$ cat src/hw/sfrps_pkg.sv
`default_nettype none

package sfrps_pkg;

  // ----------------------------------------------------------------------
  // register addresses and reset values
  // ----------------------------------------------------------------------
  localparam logic [7:0] ADDR_ACTIVE_PAGE  = 8'h84;
  localparam logic [7:0] ADDR_STACK_SECOND = 8'h85;
  localparam logic [7:0] ADDR_STACK_THIRD  = 8'h86;
  localparam logic [7:0] ADDR_PAGE_CONTROL = 8'h96;
  localparam logic [7:0] SFR_BASE          = 8'h80;
  localparam logic [7:0] RST_ACTIVE_PAGE   = 8'h00;
  localparam logic [7:0] RST_STACK_SECOND  = 8'h00;
  localparam logic [7:0] RST_STACK_THIRD   = 8'h00;
  localparam logic [7:0] RST_PAGE_CONTROL  = 8'h01;
  localparam int         AUTO_EN_BIT       = 0;
  localparam logic [7:0] EMPTY_PAGE        = 8'h00;

  // ----------------------------------------------------------------------
  // implemented pages
  // ----------------------------------------------------------------------
  localparam logic [7:0] PAGE_0 = 8'h00;
  localparam logic [7:0] PAGE_1 = 8'h01;
  localparam logic [7:0] PAGE_2 = 8'h02;
  localparam logic [7:0] PAGE_3 = 8'h03;
  localparam logic [7:0] PAGE_F = 8'h0F;

  typedef struct packed {
    logic       rd;
    logic       wr;
    logic [7:0] addr;
    logic [7:0] wdata;
  } sfrps_acc_type;

  typedef struct packed {
    logic       page_valid;
    logic [7:0] page;
    logic [7:0] offset;
  } sfrps_route_type;

endpackage : sfrps_pkg

`default_nettype wire

$ cat src/hw/sfrps_page_stack.sv
`timescale 1ns/1ps
`default_nettype none

module sfrps_page_stack (
  input  wire logic                       I_CLK,
  input  wire logic                       I_RST_B,
  input  wire logic                       I_CE,
  input  wire sfrps_pkg::sfrps_acc_type   I_ACC,
  input  wire logic                       I_INT_ENTRY,
  input  wire logic [7:0]                 I_INT_PAGE,
  input  wire logic                       I_INT_RETURN,
  output var  logic [7:0]                 O_RDATA,
  output var  logic                       O_RHIT,
  output var  sfrps_pkg::sfrps_route_type O_ROUTE,
  output var  logic [7:0]                 O_ACTIVE_PAGE,
  output var  logic                       O_AUTO_EN
);

  logic [7:0] active_page_reg;
  logic [7:0] stack_second_reg;
  logic [7:0] stack_third_reg;
  logic       auto_en_reg;
  logic       in_sfr;
  logic       is_all_page;
  logic       ctl_visible;
  logic       do_push;
  logic       do_pop;
  logic       wr_active;
  logic       wr_second;
  logic       wr_third;
  logic       wr_ctl;

  // ----------------------------------------------------------------------
  // address decode
  // ----------------------------------------------------------------------
  assign in_sfr      = I_ACC.addr >= sfrps_pkg::SFR_BASE;
  assign is_all_page = (I_ACC.addr == sfrps_pkg::ADDR_ACTIVE_PAGE)
                    || (I_ACC.addr == sfrps_pkg::ADDR_STACK_SECOND)
                    || (I_ACC.addr == sfrps_pkg::ADDR_STACK_THIRD);
  assign ctl_visible = (I_ACC.addr == sfrps_pkg::ADDR_PAGE_CONTROL)
                    && (active_page_reg == sfrps_pkg::PAGE_F);
  // stack movement only on core events, never on register access
  assign do_push   = I_INT_ENTRY && auto_en_reg;
  assign do_pop    = I_INT_RETURN && auto_en_reg;
  assign wr_active = I_ACC.wr && I_ACC.addr == sfrps_pkg::ADDR_ACTIVE_PAGE;
  assign wr_second = I_ACC.wr && I_ACC.addr == sfrps_pkg::ADDR_STACK_SECOND;
  assign wr_third  = I_ACC.wr && I_ACC.addr == sfrps_pkg::ADDR_STACK_THIRD;
  assign wr_ctl    = I_ACC.wr && ctl_visible;

  // ----------------------------------------------------------------------
  // page stack; a core event outranks a same-cycle software write
  // ----------------------------------------------------------------------
  always_ff @(posedge I_CLK or negedge I_RST_B) begin
    if (!I_RST_B) begin
      active_page_reg <= sfrps_pkg::RST_ACTIVE_PAGE;
    end else if (I_CE) begin
      if (do_push) begin
        active_page_reg <= I_INT_PAGE;
      end else if (do_pop) begin
        active_page_reg <= stack_second_reg;
      end else if (wr_active) begin
        active_page_reg <= I_ACC.wdata;
      end
    end
  end

  always_ff @(posedge I_CLK or negedge I_RST_B) begin
    if (!I_RST_B) begin
      stack_second_reg <= sfrps_pkg::RST_STACK_SECOND;
    end else if (I_CE) begin
      if (do_push) begin
        stack_second_reg <= active_page_reg;
      end else if (do_pop) begin
        stack_second_reg <= stack_third_reg;
      end else if (wr_second) begin
        stack_second_reg <= I_ACC.wdata;
      end
    end
  end

  always_ff @(posedge I_CLK or negedge I_RST_B) begin
    if (!I_RST_B) begin
      stack_third_reg <= sfrps_pkg::RST_STACK_THIRD;
    end else if (I_CE) begin
      if (do_push) begin
        stack_third_reg <= stack_second_reg;
      end else if (do_pop) begin
        stack_third_reg <= sfrps_pkg::EMPTY_PAGE;
      end else if (wr_third) begin
        stack_third_reg <= I_ACC.wdata;
      end
    end
  end

  always_ff @(posedge I_CLK or negedge I_RST_B) begin
    if (!I_RST_B) begin
      auto_en_reg <=
        sfrps_pkg::RST_PAGE_CONTROL[sfrps_pkg::AUTO_EN_BIT];
    end else if (I_CE && wr_ctl) begin
      auto_en_reg <= I_ACC.wdata[sfrps_pkg::AUTO_EN_BIT];
    end
  end

  // ----------------------------------------------------------------------
  // read data and routing, registered one cycle after the request
  // ----------------------------------------------------------------------
  always_ff @(posedge I_CLK or negedge I_RST_B) begin
    if (!I_RST_B) begin
      O_RDATA <= 8'h00;
      O_RHIT  <= 1'b0;
    end else if (I_CE) begin
      O_RHIT  <= I_ACC.rd && (is_all_page || ctl_visible);
      O_RDATA <= 8'h00;
      if (I_ACC.rd) begin
        unique case (1'b1)
          I_ACC.addr == sfrps_pkg::ADDR_ACTIVE_PAGE:  begin
            O_RDATA <= active_page_reg;
          end
          I_ACC.addr == sfrps_pkg::ADDR_STACK_SECOND: begin
            O_RDATA <= stack_second_reg;
          end
          I_ACC.addr == sfrps_pkg::ADDR_STACK_THIRD:  begin
            O_RDATA <= stack_third_reg;
          end
          ctl_visible: begin
            O_RDATA <= {7'h00, auto_en_reg};
          end
          default: begin
            O_RDATA <= 8'h00;
          end
        endcase
      end
    end
  end

  // route for the rest of the sfr space; all-page addresses ignore the page
  always_ff @(posedge I_CLK or negedge I_RST_B) begin
    if (!I_RST_B) begin
      O_ROUTE <= '0;
    end else if (I_CE) begin
      O_ROUTE.offset <= I_ACC.addr;
      O_ROUTE.page   <= active_page_reg;
      O_ROUTE.page_valid <= in_sfr && (is_all_page
        || active_page_reg == sfrps_pkg::PAGE_0
        || active_page_reg == sfrps_pkg::PAGE_1
        || active_page_reg == sfrps_pkg::PAGE_2
        || active_page_reg == sfrps_pkg::PAGE_3
        || active_page_reg == sfrps_pkg::PAGE_F);
    end
  end

  always_ff @(posedge I_CLK or negedge I_RST_B) begin
    if (!I_RST_B) begin
      O_ACTIVE_PAGE <= sfrps_pkg::RST_ACTIVE_PAGE;
      O_AUTO_EN     <= sfrps_pkg::RST_PAGE_CONTROL[sfrps_pkg::AUTO_EN_BIT];
    end else if (I_CE) begin
      O_ACTIVE_PAGE <= active_page_reg;
      O_AUTO_EN     <= auto_en_reg;
    end
  end
endmodule : sfrps_page_stack

`default_nettype wire

$ cat config.mk
export PLATFORM = sky130hd
export DESIGN_NAME = sfrps_page_stack
export DESIGN_NICKNAME = d
export VERILOG_FILES = /design/src/hw/sfrps_pkg.sv /design/src/hw/sfrps_page_stack.sv
export SDC_FILE = /design/constraint.sdc
export NUM_CORES = 1
export LEC_CHECK = 0
export BUFFER_PORTS_ARGS = -buffer_cell sky130_fd_sc_hd__buf_2
export CORE_MARGIN = 8
export CORE_UTILIZATION = 44
export DETAILED_ROUTE_END_ITERATION = 10
export PLACE_DENSITY = 0.68
export SYNTH_ARGS = -nofsm -noshare
export SYNTH_HDL_FRONTEND = slang
export SYNTH_SLANG_ARGS = --single-unit
$ cat constraint.sdc
create_clock -name I_CLK -period 3.7 [get_ports I_CLK]
set_input_delay 0.185 -clock I_CLK [delete_from_list [all_inputs] [get_ports I_CLK]]
set_output_delay 0.185 -clock I_CLK [all_outputs]
set_load 0.01 [all_outputs]
# Word-level counts from Yosys, hierarchy flattened
# Index checks and enable logic that the tools add are counted.
# totals
regBits,52
input_bits,31
output_inout_bits,35
# op_classes
magnitude_cmp,1
eq_ne,8
n_mux,11
n_reduce_logical,25
# ops
cell,n
$mux 8,10
$eq 8x8->1 const B,4
$pmux 8 s4,1
$eq 8x2->1 const B,2
$logic_and 1x1->1,10
$reduce_bool 3->1,3
$eq 8x1->1 const B,1
$eq 8x4->1 const B,1
$ge 8x8->1 const B,1
$logic_not 8->1,1
$logic_or 1x1->1,8
$reduce_and 2->1,3

# Longest topological paths before layout
# Gate-level depths: netlist of the first run.
# logic_depth
depth_word,9
ltp_mapped,6

# Least setup slack after synthesis of the first run
# OpenSTA, ideal clock, no wires.
# synth_path
path_kind,input to register
startpoint,in I_ACC[14] in the netlist's numbering
endpoint,reg stack_third_reg[0]
setup_time_ps,125
t_arrival_ps,1706
required_ps,3575
path_slack_ps,1869
cell_stages,5
n_path_buf,1
path_cell_list,nand4bb_1 -> buf_2 -> or3_4 -> o41ai_4 -> mux2_2
# synth_via
elab_chain_cells,4
# synth_lines
element,line,rtl
from (decl),sfrps_page_stack.sv:8,"input wire sfrps_pkg::sfrps_acc_type I_ACC,"
$eq 8x8->1,sfrps_page_stack.sv:47,assign wr_third = I_ACC.wr && I_ACC.addr == sfrps_pkg::ADDR_STACK_THIRD;
$logic_and 1x1->1,sfrps_page_stack.sv:47,
$reduce_bool 3->1 (no line),n/a,
$reduce_and 2->1 (no line),n/a,
to (signal assigned),sfrps_page_stack.sv:83,stack_third_reg <= sfrps_pkg::RST_STACK_THIRD;
to (signal assigned),sfrps_page_stack.sv:86,stack_third_reg <= stack_second_reg;
to (signal assigned),sfrps_page_stack.sv:88,stack_third_reg <= sfrps_pkg::EMPTY_PAGE;
to (decl),sfrps_page_stack.sv:21,logic [7:0] stack_third_reg;
# No other way between the ends.
# A chain may end at the register's enable or synchronous reset.

# Worst setup path in the final report of the first run
# layout_path
startpoint,reg auto_en_reg
endpoint,reg stack_third_reg[2]
# layout_via
elab_chain_cells,3
# layout_lines
element,line,rtl
from (decl),sfrps_page_stack.sv:22,logic auto_en_reg;
from (signal assigned),sfrps_page_stack.sv:97,auto_en_reg <=
from (signal assigned),sfrps_page_stack.sv:100,auto_en_reg <= I_ACC.wdata[sfrps_pkg::AUTO_EN_BIT];
$logic_and 1x1->1 (on tied branches),"sfrps_page_stack.sv:43, sfrps_page_stack.sv:44",
$reduce_bool 3->1 (no line) / $mux 8 (equally long branches),n/a,
$reduce_and 2->1 (no line) / $mux 8 (equally long branches),n/a,
# Several ways; a longest one is shown, not always the timed one.

==> impl_metrics.prom, run 1 <==
# TYPE chip_impl_metric gauge
chip_impl_info{name="clock_tree_from_tritoncts",value="done"} 1
chip_impl_info{name="clock_root_buffer",value="sky130_fd_sc_hd__clkbuf_8"} 1
chip_impl_metric{name="synth_seq_area_share",unit="%"} 47.1
chip_impl_metric{name="synthesis.nets",unit=""} 277
chip_impl_metric{name="r2r.worst_path.cells",unit=""} 3
chip_impl_metric{name="worstPathMaxFanout",unit=""} 25
chip_impl_metric{name="largest_net_degree_at_the_start_of_global_routing",unit=""} 37
chip_impl_metric{name="die_height",unit="um"} 95.3
chip_impl_metric{name="hpwlAfterDp",unit="um"} 4830
chip_impl_metric{name="mean_instance_size_in_the_synthesized_netlist",unit="sq um"} 11.3
chip_impl_info{name="run_status",value="complete, no violations"} 1
chip_impl_metric{name="timing.clock.skew",unit="ns"} 0.00804
chip_impl_metric{name="max_clock_freq",unit="MHz"} 452
chip_impl_metric{name="cts_max_path_buffers",unit=""} 2
chip_impl_info{name="hold_class",value="input port to register"} 1
chip_impl_info{name="class_of_the_most_critical_setup_path",value="register to register"} 1
chip_impl_metric{name="detailed_place.area",unit="sq um"} 3080
chip_impl_metric{name="vias_after_detailed_routing",unit=""} 2113
chip_impl_info{name="yosys.cell_count.top_type",value="sky130_fd_sc_hd__dfrtp_1"} 1
chip_impl_metric{name="route.detailed.wl_per_inst",unit="um"} 18.4
chip_impl_metric{name="power_density_cells",unit="nW/um^2"} 338
chip_impl_metric{name="design.final.nets",unit=""} 327
chip_impl_metric{name="final.setup.tns",unit="ns"} 0
chip_impl_metric{name="worst-slew-pin-transition",unit="ns"} 1.08
chip_impl_metric{name="final-max-slew-violation-count",unit=""} 0
chip_impl_metric{name="grt.overflow.total",unit=""} 0
chip_impl_metric{name="antenna_cells",unit=""} 0
chip_impl_metric{name="gpl.final_weighted_congestion",unit=""} 0.781
chip_impl_metric{name="drc",unit=""} 0
chip_impl_metric{name="grt_first_pass_wirelength",unit="um"} 10700
chip_impl_metric{name="initial_core_util",unit="%"} 44.6
chip_impl_info{name="end_kind",value="register"} 1
chip_impl_metric{name="fp.dieW",unit="um"} 95.3
chip_impl_metric{name="detailedRoute.firstPassIterationCount",unit=""} 4
chip_impl_metric{name="antenna_violations_before_repair",unit=""} 0
chip_impl_metric{name="floorplan.core_area",unit="sq um"} 6200
chip_impl_metric{name="hold-path-cell-count",unit=""} 2
chip_impl_metric{name="finalWorstPathRequiredPeriod",unit="ns"} 2.21
chip_impl_metric{name="synth_enable_flop_cells",unit=""} 0
chip_impl_metric{name="h-tree-depth",unit=""} 2
chip_impl_metric{name="grt_pass1_vias",unit=""} 2038
chip_impl_metric{name="io_buffer_count",unit=""} 65
chip_impl_metric{name="final_hold_viol_count",unit=""} 0
chip_impl_metric{name="timing.final.crit_share",unit="%"} 59.8
chip_impl_metric{name="antenna_violating_nets_post_route",unit=""} 0
chip_impl_metric{name="layout-drive-gt1-share",unit="%"} 42.4
chip_impl_metric{name="synthesis.yosys.warnings",unit=""} 0
chip_impl_metric{name="critical_path_required",unit="ns"} 3.90
chip_impl_metric{name="globalRouteTotalUtil",unit="%"} 15.2
chip_impl_metric{name="max_cap_violations",unit=""} 0
chip_impl_metric{name="clk_pin_slew",unit="ns"} 0.10
chip_impl_metric{name="netlist_area",unit="sq um"} 2770
chip_impl_metric{name="dr.first_iter.drc_count",unit=""} 122
chip_impl_metric{name="clock_sink_count",unit=""} 52
chip_impl_info{name="rsz_0062_raised_after_global_routing",value="no"} 1
chip_impl_metric{name="timing.final.setup_violations",unit=""} 0
chip_impl_info{name="synthTopCellsByArea",value="sky130_fd_sc_hd__dfrtp_1 (45%), sky130_fd_sc_hd__mux2_2 (17%), sky130_fd_sc_hd__a22o_1 (7.9%)"} 1
chip_impl_info{name="timing.hold.worst.start",value="I_ACC[14]"} 1
chip_impl_metric{name="placed_cells_incl_taps",unit=""} 365
chip_impl_info{name="setup_crit_start",value="auto_en_reg"} 1
chip_impl_info{name="synth_top_cells_by_count",value="sky130_fd_sc_hd__dfrtp_1 (50), sky130_fd_sc_hd__mux2_2 (43), sky130_fd_sc_hd__a22o_1 (25)"} 1
chip_impl_metric{name="asyncSetResetFlopFracSynth",unit="%"} 100
chip_impl_metric{name="finish.instance_area",unit="sq um"} 3180
chip_impl_info{name="largest-register",value="O_ROUTE"} 1
chip_impl_info{name="cp_launch_type",value="register"} 1
chip_impl_metric{name="cts-resized-gates",unit=""} 0
chip_impl_metric{name="fillerInstances",unit=""} 563
chip_impl_metric{name="synthesis.instances",unit=""} 246
chip_impl_metric{name="postSynthRegisterBits",unit=""} 52
chip_impl_metric{name="critical_path_arrival",unit="ns"} 2.41
chip_impl_info{name="rr_startpoint",value="auto_en_reg"} 1
chip_impl_metric{name="static-leakage-power",unit="nW"} 1.59
chip_impl_metric{name="irDropWorstVdd",unit="mV"} 0.192
chip_impl_metric{name="drt-vias-per-instance",unit=""} 5.65
chip_impl_metric{name="core.rowCount",unit=""} 29
chip_impl_metric{name="largest_register_ffs",unit=""} 17
chip_impl_metric{name="routed_wirelength",unit="um"} 6890
chip_impl_metric{name="numCtsBuffers",unit=""} 5
chip_impl_metric{name="post_layout_nonfiller_instances",unit=""} 374
chip_impl_metric{name="count_of_distinct_cell_types_in_the_synthesized_netlist",unit=""} 37
chip_impl_metric{name="synth.top_cell.area_share",unit="%"} 45.2
chip_impl_metric{name="maxSlewHeadroom",unit="%"} 27.8
chip_impl_info{name="synth_top_cell_by_area",value="sky130_fd_sc_hd__dfrtp_1"} 1
chip_impl_metric{name="ios",unit=""} 66
chip_impl_metric{name="insertion_delay",unit="ns"} 0.31
chip_impl_info{name="ys.flop_type",value="sky130_fd_sc_hd__dfrtp_1"} 1
chip_impl_metric{name="synthToLayoutAreaGrowth",unit="%"} 14.7
chip_impl_metric{name="fp.dieArea",unit="sq um"} 9090
## where the power goes
group | internal [mW] | switching, mW | total [mW]
logic | 0.0636 | 0.0778 | 0.141
clock network | 0.132 | 0.196 | 0.328
registers | 0.589 | 0.0160 | 0.605
## placed cells by master, fill, tap and decap left out
master / instances
sky130_fd_sc_hd__clkbuf_8: 5
sky130_fd_sc_hd__mux2i_1: 8
sky130_fd_sc_hd__clkinv_4: 1
sky130_fd_sc_hd__or4b_1: 1
sky130_fd_sc_hd__o41ai_4: 2
sky130_fd_sc_hd__nor2b_1: 2
sky130_fd_sc_hd__a22oi_1: 1
sky130_fd_sc_hd__o21ai_0: 9
sky130_fd_sc_hd__nand3_1: 1
sky130_fd_sc_hd__o31ai_1: 1
sky130_fd_sc_hd__buf_4: 2
sky130_fd_sc_hd__or3_4: 1
sky130_fd_sc_hd__clkinv_2: 2
sky130_fd_sc_hd__and2_1: 1
sky130_fd_sc_hd__dfstp_2: 2
sky130_fd_sc_hd__or2_2: 2
sky130_fd_sc_hd__dfrtp_1: 50
sky130_fd_sc_hd__o22ai_1: 9
sky130_fd_sc_hd__nor4_1: 1
sky130_fd_sc_hd__nand4bb_1: 1
sky130_fd_sc_hd__a21boi_0: 3
sky130_fd_sc_hd__nand2_1: 12
sky130_fd_sc_hd__a22o_1: 25
sky130_fd_sc_hd__o41ai_2: 1
sky130_fd_sc_hd__dlygate4sd3_1: 1
sky130_fd_sc_hd__mux2_2: 43
sky130_fd_sc_hd__or4bb_1: 1
sky130_fd_sc_hd__o2bb2ai_1: 1
sky130_fd_sc_hd__nor2_1: 8
sky130_fd_sc_hd__nand4_1: 1
sky130_fd_sc_hd__a31oi_1: 6
sky130_fd_sc_hd__a21oi_1: 9
sky130_fd_sc_hd__or4_1: 1
sky130_fd_sc_hd__inv_1: 13
sky130_fd_sc_hd__buf_2: 65
sky130_fd_sc_hd__nor3_1: 1
sky130_fd_sc_hd__o211ai_1: 1
sky130_fd_sc_hd__o21ai_1: 1
sky130_fd_sc_hd__nand2b_1: 2
## worst paths after layout
kind                                       end  slack (ns)
max in group asynchronous            O_AUTO_EN        2.54
hold reg to reg                     O_ROUTE[5]        0.51
hold / removal                      O_ROUTE[6]        0.12
min in group asynchronous  stack_second_reg[1]        0.33
setup / recovery            stack_third_reg[2]        1.49
setup reg to reg            stack_third_reg[2]        1.49
## worst max-delay path, cell delays in order, from the launching register on
cell and delay (ns):
sky130_fd_sc_hd__dfstp_2 0.81, sky130_fd_sc_hd__and2_1 0.64, sky130_fd_sc_hd__mux2_2 0.40, sky130_fd_sc_hd__mux2_2 0.26
## per-stage QoR
step | power, mW | hold slack (ns) | setup WS (ns) | utilization [%]
after detailed placement | 0.759 | 0.142 | 1.40 | 49.6
after global routing | 1.12 | 0.128 | 1.37 | 51.2
after CTS | 1.08 | 0.119 | 1.48 | 51.2
final | 1.08 | 0.119 | 1.49 | 51.2
after floorplan | 0.696 | -0.111 | 1.87 | -
after global placement | 0.756 | 0.139 | 1.43 | 49.6
## layout make-up
| type | instances | area, sq um | share of cell area [%] |
|---|---|---|---|
| well taps | 77 | 96.3 | 3.03 |
| multi-input cells | 156 | 1290 | 40.6 |
| clock buffers | 5 | 68.8 | 2.17 |
| clock inverters | 3 | 18.8 | 0.591 |
| inverters | 13 | 48.8 | 1.54 |
| flip-flops and latches | 52 | 1300 | 41.0 |
| repair buffers | 68 | 350 | 11.0 |
## what timing repair did
action,in CTS,in global routing
endpoints found under the hold margin,16,0
setup buffers,0,0
hold buffers,1,0
## layer usage
layer,vias to the layer above,routed length (um),track usage (%)
met1,1049,2990,20.2
met2,56,3380,24.2
met5,-,0,0
met4,0,73,3.77
met3,6,446,3.70
li1,1002,-,-
## kinds of logic (layout without fill, tap and decap cells)
| family | Yosys count | in the layout | share of synthesized area [%] |
|---|---|---|---|
| AOI/OAI and AO/OA | 69 | 69 | 19.2 |
| DFF | 52 | 52 | 47.1 |
| muxes | 51 | 51 | 20.4 |
| buffers and inverters | 38 | 89 | 6.37 |
| and+or+nand+nor | 36 | 36 | 6.96 |
Power figures use the tool's default switching activity.
==> run 2: changes to the inputs <==
--- a/config.mk
+++ b/config.mk
@@ -5,11 +5,12 @@
 export SDC_FILE = /design/constraint.sdc
 export NUM_CORES = 1
 export LEC_CHECK = 0
+export ABC_AREA = 1
 export BUFFER_PORTS_ARGS = -buffer_cell sky130_fd_sc_hd__buf_2
 export CORE_MARGIN = 8
 export CORE_UTILIZATION = 44
 export DETAILED_ROUTE_END_ITERATION = 10
-export PLACE_DENSITY = 0.68
+export PLACE_DENSITY = 0.67
 export SYNTH_ARGS = -nofsm -noshare
 export SYNTH_HDL_FRONTEND = slang
 export SYNTH_SLANG_ARGS = --single-unit
==> constraint.sdc (replaced) <==
create_clock -name I_CLK -period 2.06 [get_ports I_CLK]
set_input_delay 0.103 -clock I_CLK [delete_from_list [all_inputs] [get_ports I_CLK]]
set_output_delay 0.103 -clock I_CLK [all_outputs]
set_load 0.01 [all_outputs]
==> run 2 against run 1 <==
  * Design area is 4.4% higher
  * Sequential power up 82%
  * Wire length rose by 9.7%
  * Via count is 21% higher
  * Count of clock-buffer cells in the layout unchanged
  * Largest cell class is now multi-input combinational cells
  * Highest routed layer unchanged
==> impl_metrics.prom, run 2 <==
# TYPE chip_impl_metric gauge
chip_impl_metric{name="final_hold_viol_count",unit=""} 0
chip_impl_metric{name="worst-slew-pin-transition",unit="ns"} 0.584
chip_impl_metric{name="mean_instance_size_in_the_synthesized_netlist",unit="sq um"} 8.01
chip_impl_metric{name="io_buffer_count",unit=""} 65
chip_impl_metric{name="gpl.final_weighted_congestion",unit=""} 0.830
chip_impl_info{name="run_status",value="complete, no violations"} 1
chip_impl_metric{name="final.setup.tns",unit="ns"} 0
chip_impl_metric{name="final-max-slew-violation-count",unit=""} 0
chip_impl_metric{name="synth_enable_flop_cells",unit=""} 0
chip_impl_metric{name="clock_sink_count",unit=""} 52
chip_impl_metric{name="critical_path_required",unit="ns"} 2.25
chip_impl_metric{name="h-tree-depth",unit=""} 2
chip_impl_metric{name="route.detailed.wl_per_inst",unit="um"} 15.3
chip_impl_metric{name="fp.dieW",unit="um"} 97.4
chip_impl_metric{name="numCtsBuffers",unit=""} 5
chip_impl_metric{name="met3_wirelength",unit="um"} 521
chip_impl_metric{name="postSynthRegisterBits",unit=""} 52
chip_impl_metric{name="vias_after_detailed_routing",unit=""} 2559
chip_impl_info{name="clock_root_buffer",value="sky130_fd_sc_hd__clkbuf_8"} 1
chip_impl_metric{name="floorplan.core_area",unit="sq um"} 6390
chip_impl_info{name="cp_launch_type",value="register"} 1
chip_impl_metric{name="detailroute.wirelength.met2",unit="um"} 3430
chip_impl_metric{name="synthesis.nets",unit=""} 395
chip_impl_metric{name="grt_first_pass_wirelength",unit="um"} 12800
chip_impl_metric{name="clk_pin_slew",unit="ns"} 0.10
chip_impl_metric{name="static-leakage-power",unit="nW"} 1.83
chip_impl_metric{name="initial_core_util",unit="%"} 45.7
chip_impl_info{name="layout.cells.most_common",value="sky130_fd_sc_hd__nand2_1"} 1
chip_impl_metric{name="synthToLayoutAreaGrowth",unit="%"} 13.7
chip_impl_metric{name="ios",unit=""} 66
chip_impl_info{name="critPathMostFrequentCell",value="sky130_fd_sc_hd__nand2_2"} 1
chip_impl_info{name="class_of_the_most_critical_setup_path",value="register to register"} 1
chip_impl_metric{name="synthesis.instances",unit=""} 364
chip_impl_metric{name="cts_max_path_buffers",unit=""} 2
chip_impl_metric{name="detailedRoute.firstPassIterationCount",unit=""} 5
chip_impl_info{name="end_kind",value="register"} 1
chip_impl_metric{name="post_cts.repair.setup_buffers",unit=""} 0
chip_impl_metric{name="max_clock_freq",unit="MHz"} 564
chip_impl_metric{name="drt-vias-per-instance",unit=""} 5.17
chip_impl_metric{name="final_core_utilization",unit="%"} 51.9
chip_impl_info{name="synthTopCellsByArea",value="sky130_fd_sc_hd__dfrtp_1 (43%), sky130_fd_sc_hd__nand2_1 (16%), sky130_fd_sc_hd__nand3_1 (9.3%)"} 1
chip_impl_metric{name="total_power",unit="mW"} 2.06
chip_impl_metric{name="layout-drive-gt1-share",unit="%"} 26.3
chip_impl_metric{name="met1_routed_wirelength_after_detailed_routing",unit="um"} 3530
chip_impl_metric{name="timing.final.setup_violations",unit=""} 0
chip_impl_info{name="ys.flop_type",value="sky130_fd_sc_hd__dfrtp_1"} 1
chip_impl_metric{name="insertion_delay",unit="ns"} 0.31
chip_impl_metric{name="hpwlAfterDp",unit="um"} 5760
chip_impl_metric{name="detailed_place.area",unit="sq um"} 3200
chip_impl_info{name="maxUsedRoutingLayer",value="met4"} 1
chip_impl_metric{name="worstPathMaxFanout",unit=""} 16
chip_impl_metric{name="max_cap_violations",unit=""} 0
chip_impl_metric{name="asyncSetResetFlopFracSynth",unit="%"} 100
chip_impl_info{name="yosys.cell_count.top_type",value="sky130_fd_sc_hd__nand2_1"} 1
chip_impl_metric{name="grt_pass1_vias",unit=""} 2551
chip_impl_metric{name="synth_seq_area_share",unit="%"} 44.7
chip_impl_metric{name="maxSlewHeadroom",unit="%"} 61.0
chip_impl_info{name="critical-path-slowest-cell",value="sky130_fd_sc_hd__o21ai_4"} 1
chip_impl_metric{name="critical_path_arrival",unit="ns"} 1.97
chip_impl_metric{name="antenna_violations_before_repair",unit=""} 0
chip_impl_metric{name="finish.instance_area",unit="sq um"} 3320
chip_impl_metric{name="die_height",unit="um"} 97.4
chip_impl_metric{name="fillerInstances",unit=""} 646
chip_impl_info{name="synth_top_cell_by_area",value="sky130_fd_sc_hd__dfrtp_1"} 1
chip_impl_info{name="rsz_0062_raised_after_global_routing",value="no"} 1
chip_impl_metric{name="dr.first_iter.drc_count",unit=""} 158
chip_impl_metric{name="timing.final.crit_share",unit="%"} 86.1
chip_impl_info{name="synth_top_cells_by_count",value="sky130_fd_sc_hd__nand2_1 (124), sky130_fd_sc_hd__nand3_1 (54), sky130_fd_sc_hd__dfrtp_1 (50)"} 1
chip_impl_metric{name="antenna_violating_nets_post_route",unit=""} 0
chip_impl_metric{name="netlist_area",unit="sq um"} 2920
chip_impl_metric{name="design.final.nets",unit=""} 448
chip_impl_info{name="clock_tree_from_tritoncts",value="done"} 1
chip_impl_metric{name="irDropWorstVdd",unit="mV"} 0.318
chip_impl_info{name="hold_class",value="input port to register"} 1
chip_impl_metric{name="count_of_distinct_cell_types_in_the_synthesized_netlist",unit=""} 27
chip_impl_metric{name="timing.clock.skew",unit="ns"} 0.00302
chip_impl_metric{name="antenna_cells",unit=""} 0
chip_impl_info{name="mostFrequentLayoutCells",value="sky130_fd_sc_hd__nand2_1 (124), sky130_fd_sc_hd__buf_2 (65), sky130_fd_sc_hd__nand3_1 (54)"} 1
chip_impl_metric{name="globalRouteTotalUtil",unit="%"} 16.1
chip_impl_metric{name="power_density_cells",unit="nW/um^2"} 622
chip_impl_metric{name="finalWorstPathRequiredPeriod",unit="ns"} 1.77
chip_impl_info{name="largest-register",value="O_ROUTE"} 1
chip_impl_metric{name="core.rowCount",unit=""} 29
chip_impl_metric{name="fp.dieArea",unit="sq um"} 9490
chip_impl_metric{name="routed_wirelength",unit="um"} 7560
chip_impl_metric{name="synthesis.yosys.warnings",unit=""} 0
chip_impl_metric{name="largest_net_degree_at_the_start_of_global_routing",unit=""} 39
chip_impl_metric{name="largest_register_ffs",unit=""} 17
chip_impl_metric{name="whs",unit="ns"} 0.0440
chip_impl_info{name="crit_path_cell_trace",value="nand2_2 -> inv_2 -> o21ai_4 -> nand2_2 -> nor2_1 -> a21oi_1"} 1
chip_impl_metric{name="drc",unit=""} 0
chip_impl_metric{name="max_stage_delay",unit="ns"} 0.43
chip_impl_metric{name="grt.overflow.total",unit=""} 0
chip_impl_metric{name="synth.top_cell.area_share",unit="%"} 42.9
-- run 2: cell types whose count changed after synthesis, moves of 8 or more --
cell / delta
sky130_fd_sc_hd__a22o_1: -25
sky130_fd_sc_hd__clkbuf_1: -12
sky130_fd_sc_hd__mux2_2: -43
sky130_fd_sc_hd__mux2i_1: -8
sky130_fd_sc_hd__nand2_1: +112
sky130_fd_sc_hd__nand3_1: +53
sky130_fd_sc_hd__nor2_1: +10
sky130_fd_sc_hd__o21ai_0: +8
sky130_fd_sc_hd__o22ai_1: -9
-- run 2: critical path: cells and delay by family, from the launching register on --
family,cells,cell delay [ns]
flops,1,0.41
buf+inv,1,0.16
compound gates,2,0.48
simple gates,3,0.60
-- run 2: metrics by stage --
stage	setup slack, ns	cells
after floorplan	0.783	364
after global placement	0.438	486
after detailed placement	0.335	486
after CTS	0.315	495
after global routing	0.101	495
final	0.286	495
-- run 2: logic make-up after synthesis --
| kind of cell | count (synthesis) | share of synthesized area, % |
|---|---|---|
| flops | 52 | 44.7 |
| buf+inv | 47 | 9.18 |
| compound gates | 50 | 10.9 |
| simple gates | 215 | 35.2 |
-- run 2: timing repair --
| item | CTS | global route |
|---|---|---|
| hold endpoints to repair | 23 | 0 |
| resized for setup | 0 | 0 |
| hold buffers | 1 | 0 |
-- run 2: cell type report --
| cell class | count | area, sq um | share of cell area, % |
|---|---|---|---|
| Inverter | 24 | 90.1 | 2.72 |
| Timing Repair Buffer | 69 | 370 | 11.2 |
| Tap cell | 77 | 96.3 | 2.90 |
| Multi-Input combinational cell | 265 | 1350 | 40.6 |
| Clock inverter | 3 | 42.5 | 1.28 |
| Sequential cell | 52 | 1300 | 39.3 |
| Clock buffer | 5 | 68.8 | 2.07 |
-- run 2: final timing paths --
path                       cells past startpoint   startpoint  slack (ns)                  to
setup / recovery                               6  auto_en_reg        0.29  stack_third_reg[0]
hold / removal                                 3    I_ACC[12]        0.04          O_ROUTE[4]
setup reg to reg                               6  auto_en_reg        0.29  stack_third_reg[0]
hold reg to reg                                2   O_RDATA[7]        0.48          O_RDATA[7]
max in group asynchronous                      3      I_RST_B        1.13         auto_en_reg
min in group asynchronous                      2      I_RST_B        0.31          O_ROUTE[5]
-- run 2: power by group --
part | switching [mW] | leakage, nW | internal (mW)
registers | 0.0346 | 0.654 | 1.06
clock network | 0.356 | 0.0541 | 0.360
logic | 0.160 | 1.12 | 0.0896
total | 0.551 | 1.83 | 1.51
-- run 2: metal layers --
layer / global-route usage, % / vias up
met3: 3.91 / 7
met2: 24.1 / 78
met4: 4.55 / 0
met1: 22.4 / 1189
met5: 0 / -
li1: - / 1285
==> run 3: changes to the inputs <==
--- a/config.mk
+++ b/config.mk
@@ -8,9 +8,9 @@
 export ABC_AREA = 1
 export BUFFER_PORTS_ARGS = -buffer_cell sky130_fd_sc_hd__buf_2
 export CORE_MARGIN = 8
-export CORE_UTILIZATION = 44
+export CORE_UTILIZATION = 45
 export DETAILED_ROUTE_END_ITERATION = 10
-export PLACE_DENSITY = 0.67
+export PLACE_DENSITY = 0.68
 export SYNTH_ARGS = -nofsm -noshare
 export SYNTH_HDL_FRONTEND = slang
 export SYNTH_SLANG_ARGS = --single-unit
==> constraint.sdc (replaced) <==
create_clock -name I_CLK -period 2.06 [get_ports I_CLK]
set_input_delay 0.103 -clock I_CLK [delete_from_list [all_inputs] [get_ports I_CLK]]
set_output_delay 0.103 -clock I_CLK [all_outputs]
set_load 0.05 [all_outputs]
==> run 3 against run 2 <==
  * Sequential share of layout area up 0.059 points
  * Non-clock buffer count unchanged
  * Wire length down 4.3%
  * Clock power down 3.4%
  * Power up 3.3%
  * Largest power group unchanged
==> impl_metrics.prom, run 3 (synthesis results as in run 2) <==
# TYPE chip_impl_metric gauge
chip_impl_info{name="run_status",value="complete, no violations"} 1
chip_impl_metric{name="r2r_setup_slack",unit="ns"} 0.35
chip_impl_metric{name="detailed_place.area",unit="sq um"} 3200
chip_impl_metric{name="finish.instance_area",unit="sq um"} 3310
chip_impl_metric{name="detailedRoute.firstPassIterationCount",unit=""} 4
chip_impl_info{name="worst_r2r_endpoint",value="stack_third_reg[0]"} 1
chip_impl_metric{name="core.rowCount",unit=""} 29
chip_impl_info{name="timing.hold.worst_endpoint",value="O_ROUTE[4]"} 1
chip_impl_info{name="setup_crit_start",value="auto_en_reg"} 1
chip_impl_metric{name="internal_power",unit="mW"} 1.52
chip_impl_info{name="mostFrequentLayoutCells",value="sky130_fd_sc_hd__nand2_1 (124), sky130_fd_sc_hd__buf_2 (65), sky130_fd_sc_hd__nand3_1 (54)"} 1
chip_impl_metric{name="final_hold_viol_count",unit=""} 0
chip_impl_metric{name="cts_max_path_buffers",unit=""} 2
chip_impl_metric{name="clk_pin_slew",unit="ns"} 0.09
chip_impl_metric{name="worst-slew-pin-transition",unit="ns"} 0.604
chip_impl_metric{name="fp.dieW",unit="um"} 96.5
chip_impl_metric{name="timing.final.crit_share",unit="%"} 82.8
chip_impl_metric{name="met1_routed_wirelength_after_detailed_routing",unit="um"} 3340
chip_impl_metric{name="irDropWorstVdd",unit="mV"} 0.344
chip_impl_metric{name="p_sw",unit="mW"} 0.616
chip_impl_metric{name="power_frac_comb",unit="%"} 16.1
chip_impl_metric{name="antenna_cells",unit=""} 0
chip_impl_info{name="timing.hold.worst.start",value="I_ACC[12]"} 1
chip_impl_metric{name="drt-vias-per-instance",unit=""} 5.19
chip_impl_info{name="rr_startpoint",value="auto_en_reg"} 1
chip_impl_metric{name="critical_path_arrival",unit="ns"} 1.89
chip_impl_metric{name="gpl.final_weighted_congestion",unit=""} 0.912
chip_impl_info{name="critical-path-slowest-cell",value="sky130_fd_sc_hd__dfstp_2"} 1
chip_impl_metric{name="multiInputGateArea",unit="sq um"} 1350
chip_impl_metric{name="detailroute.wirelength.met2",unit="um"} 3260
chip_impl_metric{name="max_cap_violations",unit=""} 0
chip_impl_metric{name="hold-path-cell-count",unit=""} 3
chip_impl_metric{name="hold_buffers",unit=""} 1
chip_impl_metric{name="floorplan.core_area",unit="sq um"} 6310
chip_impl_metric{name="cts-resized-gates",unit=""} 0
chip_impl_metric{name="static-leakage-power",unit="nW"} 1.83
chip_impl_info{name="clock_root_buffer",value="sky130_fd_sc_hd__clkbuf_8"} 1
chip_impl_metric{name="finalWorstSetupSlack",unit="ns"} 0.354
chip_impl_metric{name="io_buffer_count",unit=""} 65
chip_impl_metric{name="h-tree-depth",unit=""} 2
chip_impl_info{name="rsz_0062_raised_after_global_routing",value="no"} 1
chip_impl_metric{name="finalWorstPathRequiredPeriod",unit="ns"} 1.71
chip_impl_info{name="cp_launch_type",value="register"} 1
chip_impl_metric{name="layout.area.seq",unit="sq um"} 1300
chip_impl_metric{name="die_height",unit="um"} 96.5
chip_impl_info{name="maxUsedRoutingLayer",value="met4"} 1
chip_impl_metric{name="vias_after_detailed_routing",unit=""} 2568
chip_impl_metric{name="grt_first_pass_wirelength",unit="um"} 12000
chip_impl_metric{name="power.share.clock",unit="%"} 32.5
chip_impl_metric{name="timing.final.setup_violations",unit=""} 0
chip_impl_metric{name="largest_register_ffs",unit=""} 17
chip_impl_metric{name="grt.overflow.total",unit=""} 0
chip_impl_metric{name="critical_path_required",unit="ns"} 2.25
chip_impl_metric{name="antenna_violations_before_repair",unit=""} 0
chip_impl_metric{name="numCtsBuffers",unit=""} 5
chip_impl_metric{name="max_stage_delay",unit="ns"} 0.41
chip_impl_metric{name="fp.dieArea",unit="sq um"} 9310
chip_impl_info{name="end_kind",value="register"} 1
chip_impl_metric{name="r2r.worst_path.cells",unit=""} 6
chip_impl_metric{name="final-max-slew-violation-count",unit=""} 0
chip_impl_metric{name="hpwlAfterDp",unit="um"} 5640
chip_impl_metric{name="maxSlewHeadroom",unit="%"} 59.7
chip_impl_info{name="layout.cells.most_common",value="sky130_fd_sc_hd__nand2_1"} 1
chip_impl_metric{name="worstPathMaxFanout",unit=""} 16
chip_impl_metric{name="post-place-ws",unit="ns"} 0.371
chip_impl_metric{name="timing.clock.skew",unit="ns"} 0.00785
chip_impl_info{name="critPathMostFrequentCell",value="sky130_fd_sc_hd__nand2_2"} 1
chip_impl_metric{name="post_cts.repair.setup_buffers",unit=""} 0
chip_impl_metric{name="insertion_delay",unit="ns"} 0.31
chip_impl_info{name="largest-register",value="O_ROUTE"} 1
chip_impl_metric{name="power.switching_fraction",unit="%"} 28.9
chip_impl_metric{name="clock_sink_count",unit=""} 52
chip_impl_metric{name="met3_wirelength",unit="um"} 562
chip_impl_metric{name="fillerInstances",unit=""} 625
chip_impl_metric{name="placed_cells_incl_taps",unit=""} 486
chip_impl_metric{name="ios",unit=""} 66
chip_impl_metric{name="power_density_cells",unit="nW/um^2"} 644
chip_impl_metric{name="drc",unit=""} 0
chip_impl_metric{name="route.detailed.wl_per_inst",unit="um"} 14.6
chip_impl_metric{name="dr.first_iter.drc_count",unit=""} 85
chip_impl_metric{name="synthToLayoutAreaGrowth",unit="%"} 13.6
chip_impl_metric{name="final.setup.tns",unit="ns"} 0
chip_impl_metric{name="grt_pass1_vias",unit=""} 2431
chip_impl_metric{name="routed_wirelength",unit="um"} 7230
chip_impl_info{name="crit_path_cell_trace",value="nand2_2 -> inv_2 -> o21ai_4 -> nand2_2 -> nor2_1 -> a21oi_1"} 1
chip_impl_metric{name="seq_power_share",unit="%"} 51.5
chip_impl_metric{name="whs",unit="ns"} 0.0501
chip_impl_metric{name="initial_core_util",unit="%"} 46.2
chip_impl_metric{name="largest_net_degree_at_the_start_of_global_routing",unit=""} 39
chip_impl_info{name="hold_class",value="input port to register"} 1
chip_impl_info{name="clock_tree_from_tritoncts",value="done"} 1
chip_impl_metric{name="globalRouteTotalUtil",unit="%"} 16.2
chip_impl_info{name="class_of_the_most_critical_setup_path",value="register to register"} 1
chip_impl_metric{name="layout-drive-gt1-share",unit="%"} 25.8
chip_impl_metric{name="antenna_violating_nets_post_route",unit=""} 0
chip_impl_metric{name="design.final.nets",unit=""} 448
chip_impl_metric{name="post_layout_nonfiller_instances",unit=""} 495
chip_impl_metric{name="max_clock_freq",unit="MHz"} 586
-- run 3: cell types whose count changed in the layout (fill, tap and decap cells not counted), sizes merged --
cell	delta
clkbuf	+2
clkinvlp	-1
clkinv	-1
-- run 3: worst max path at each step --
stage / depth (start not counted) / end
after floorplan: 7 / active_page_reg[3]
after global placement: 8 / active_page_reg[7]
after detailed placement: 6 / stack_third_reg[0]
after CTS: 6 / stack_third_reg[0]
after global routing: 6 / stack_third_reg[0]
final: 6 / stack_third_reg[0]
-- run 3: through the flow --
step | total power [mW] | utilization, %
6_report | 2.13 | 52.5
5_1_grt | 2.23 | 52.5
4_1_cts | 2.16 | 52.5
3_5_place_dp | 1.46 | 50.6
3_3_place_gp | 1.46 | 50.6
2_1_floorplan | 1.35 | -
-- run 3: critical path, delay by kind of cell, from the launching register on --
kind	cells	cell delay, ns
simple gates	3	0.57
compound gates	2	0.47
flops	1	0.41
buf+inv	1	0.14
-- run 3: cell type report --
| class | count | area share [%] |
|---|---|---|
| clock buffers | 7 | 2.30 |
| clock inverters | 1 | 0.907 |
| repair buffers | 69 | 11.2 |
| flip-flops and latches | 52 | 39.4 |
| well taps | 77 | 2.91 |
| inverters | 24 | 2.72 |
| multi-input cells | 265 | 40.6 |
-- run 3: power groups by stage --
stage	Sequential (mW)	Clock (mW)	Combinational, mW
global placement	1.12	0	0.342
CTS	1.10	0.713	0.347
detailed placement	1.12	0	0.345
floorplan	1.19	0	0.162
global route	1.10	0.753	0.372
finish	1.10	0.692	0.342
-- run 3: per-layer routing --
layer / vias to the layer above / GRT usage (%)
li1: 1296 / -
met4: 0 / 4.79
met5: - / 0
met2: 76 / 25.1
met1: 1190 / 22.1
met3: 6 / 3.25
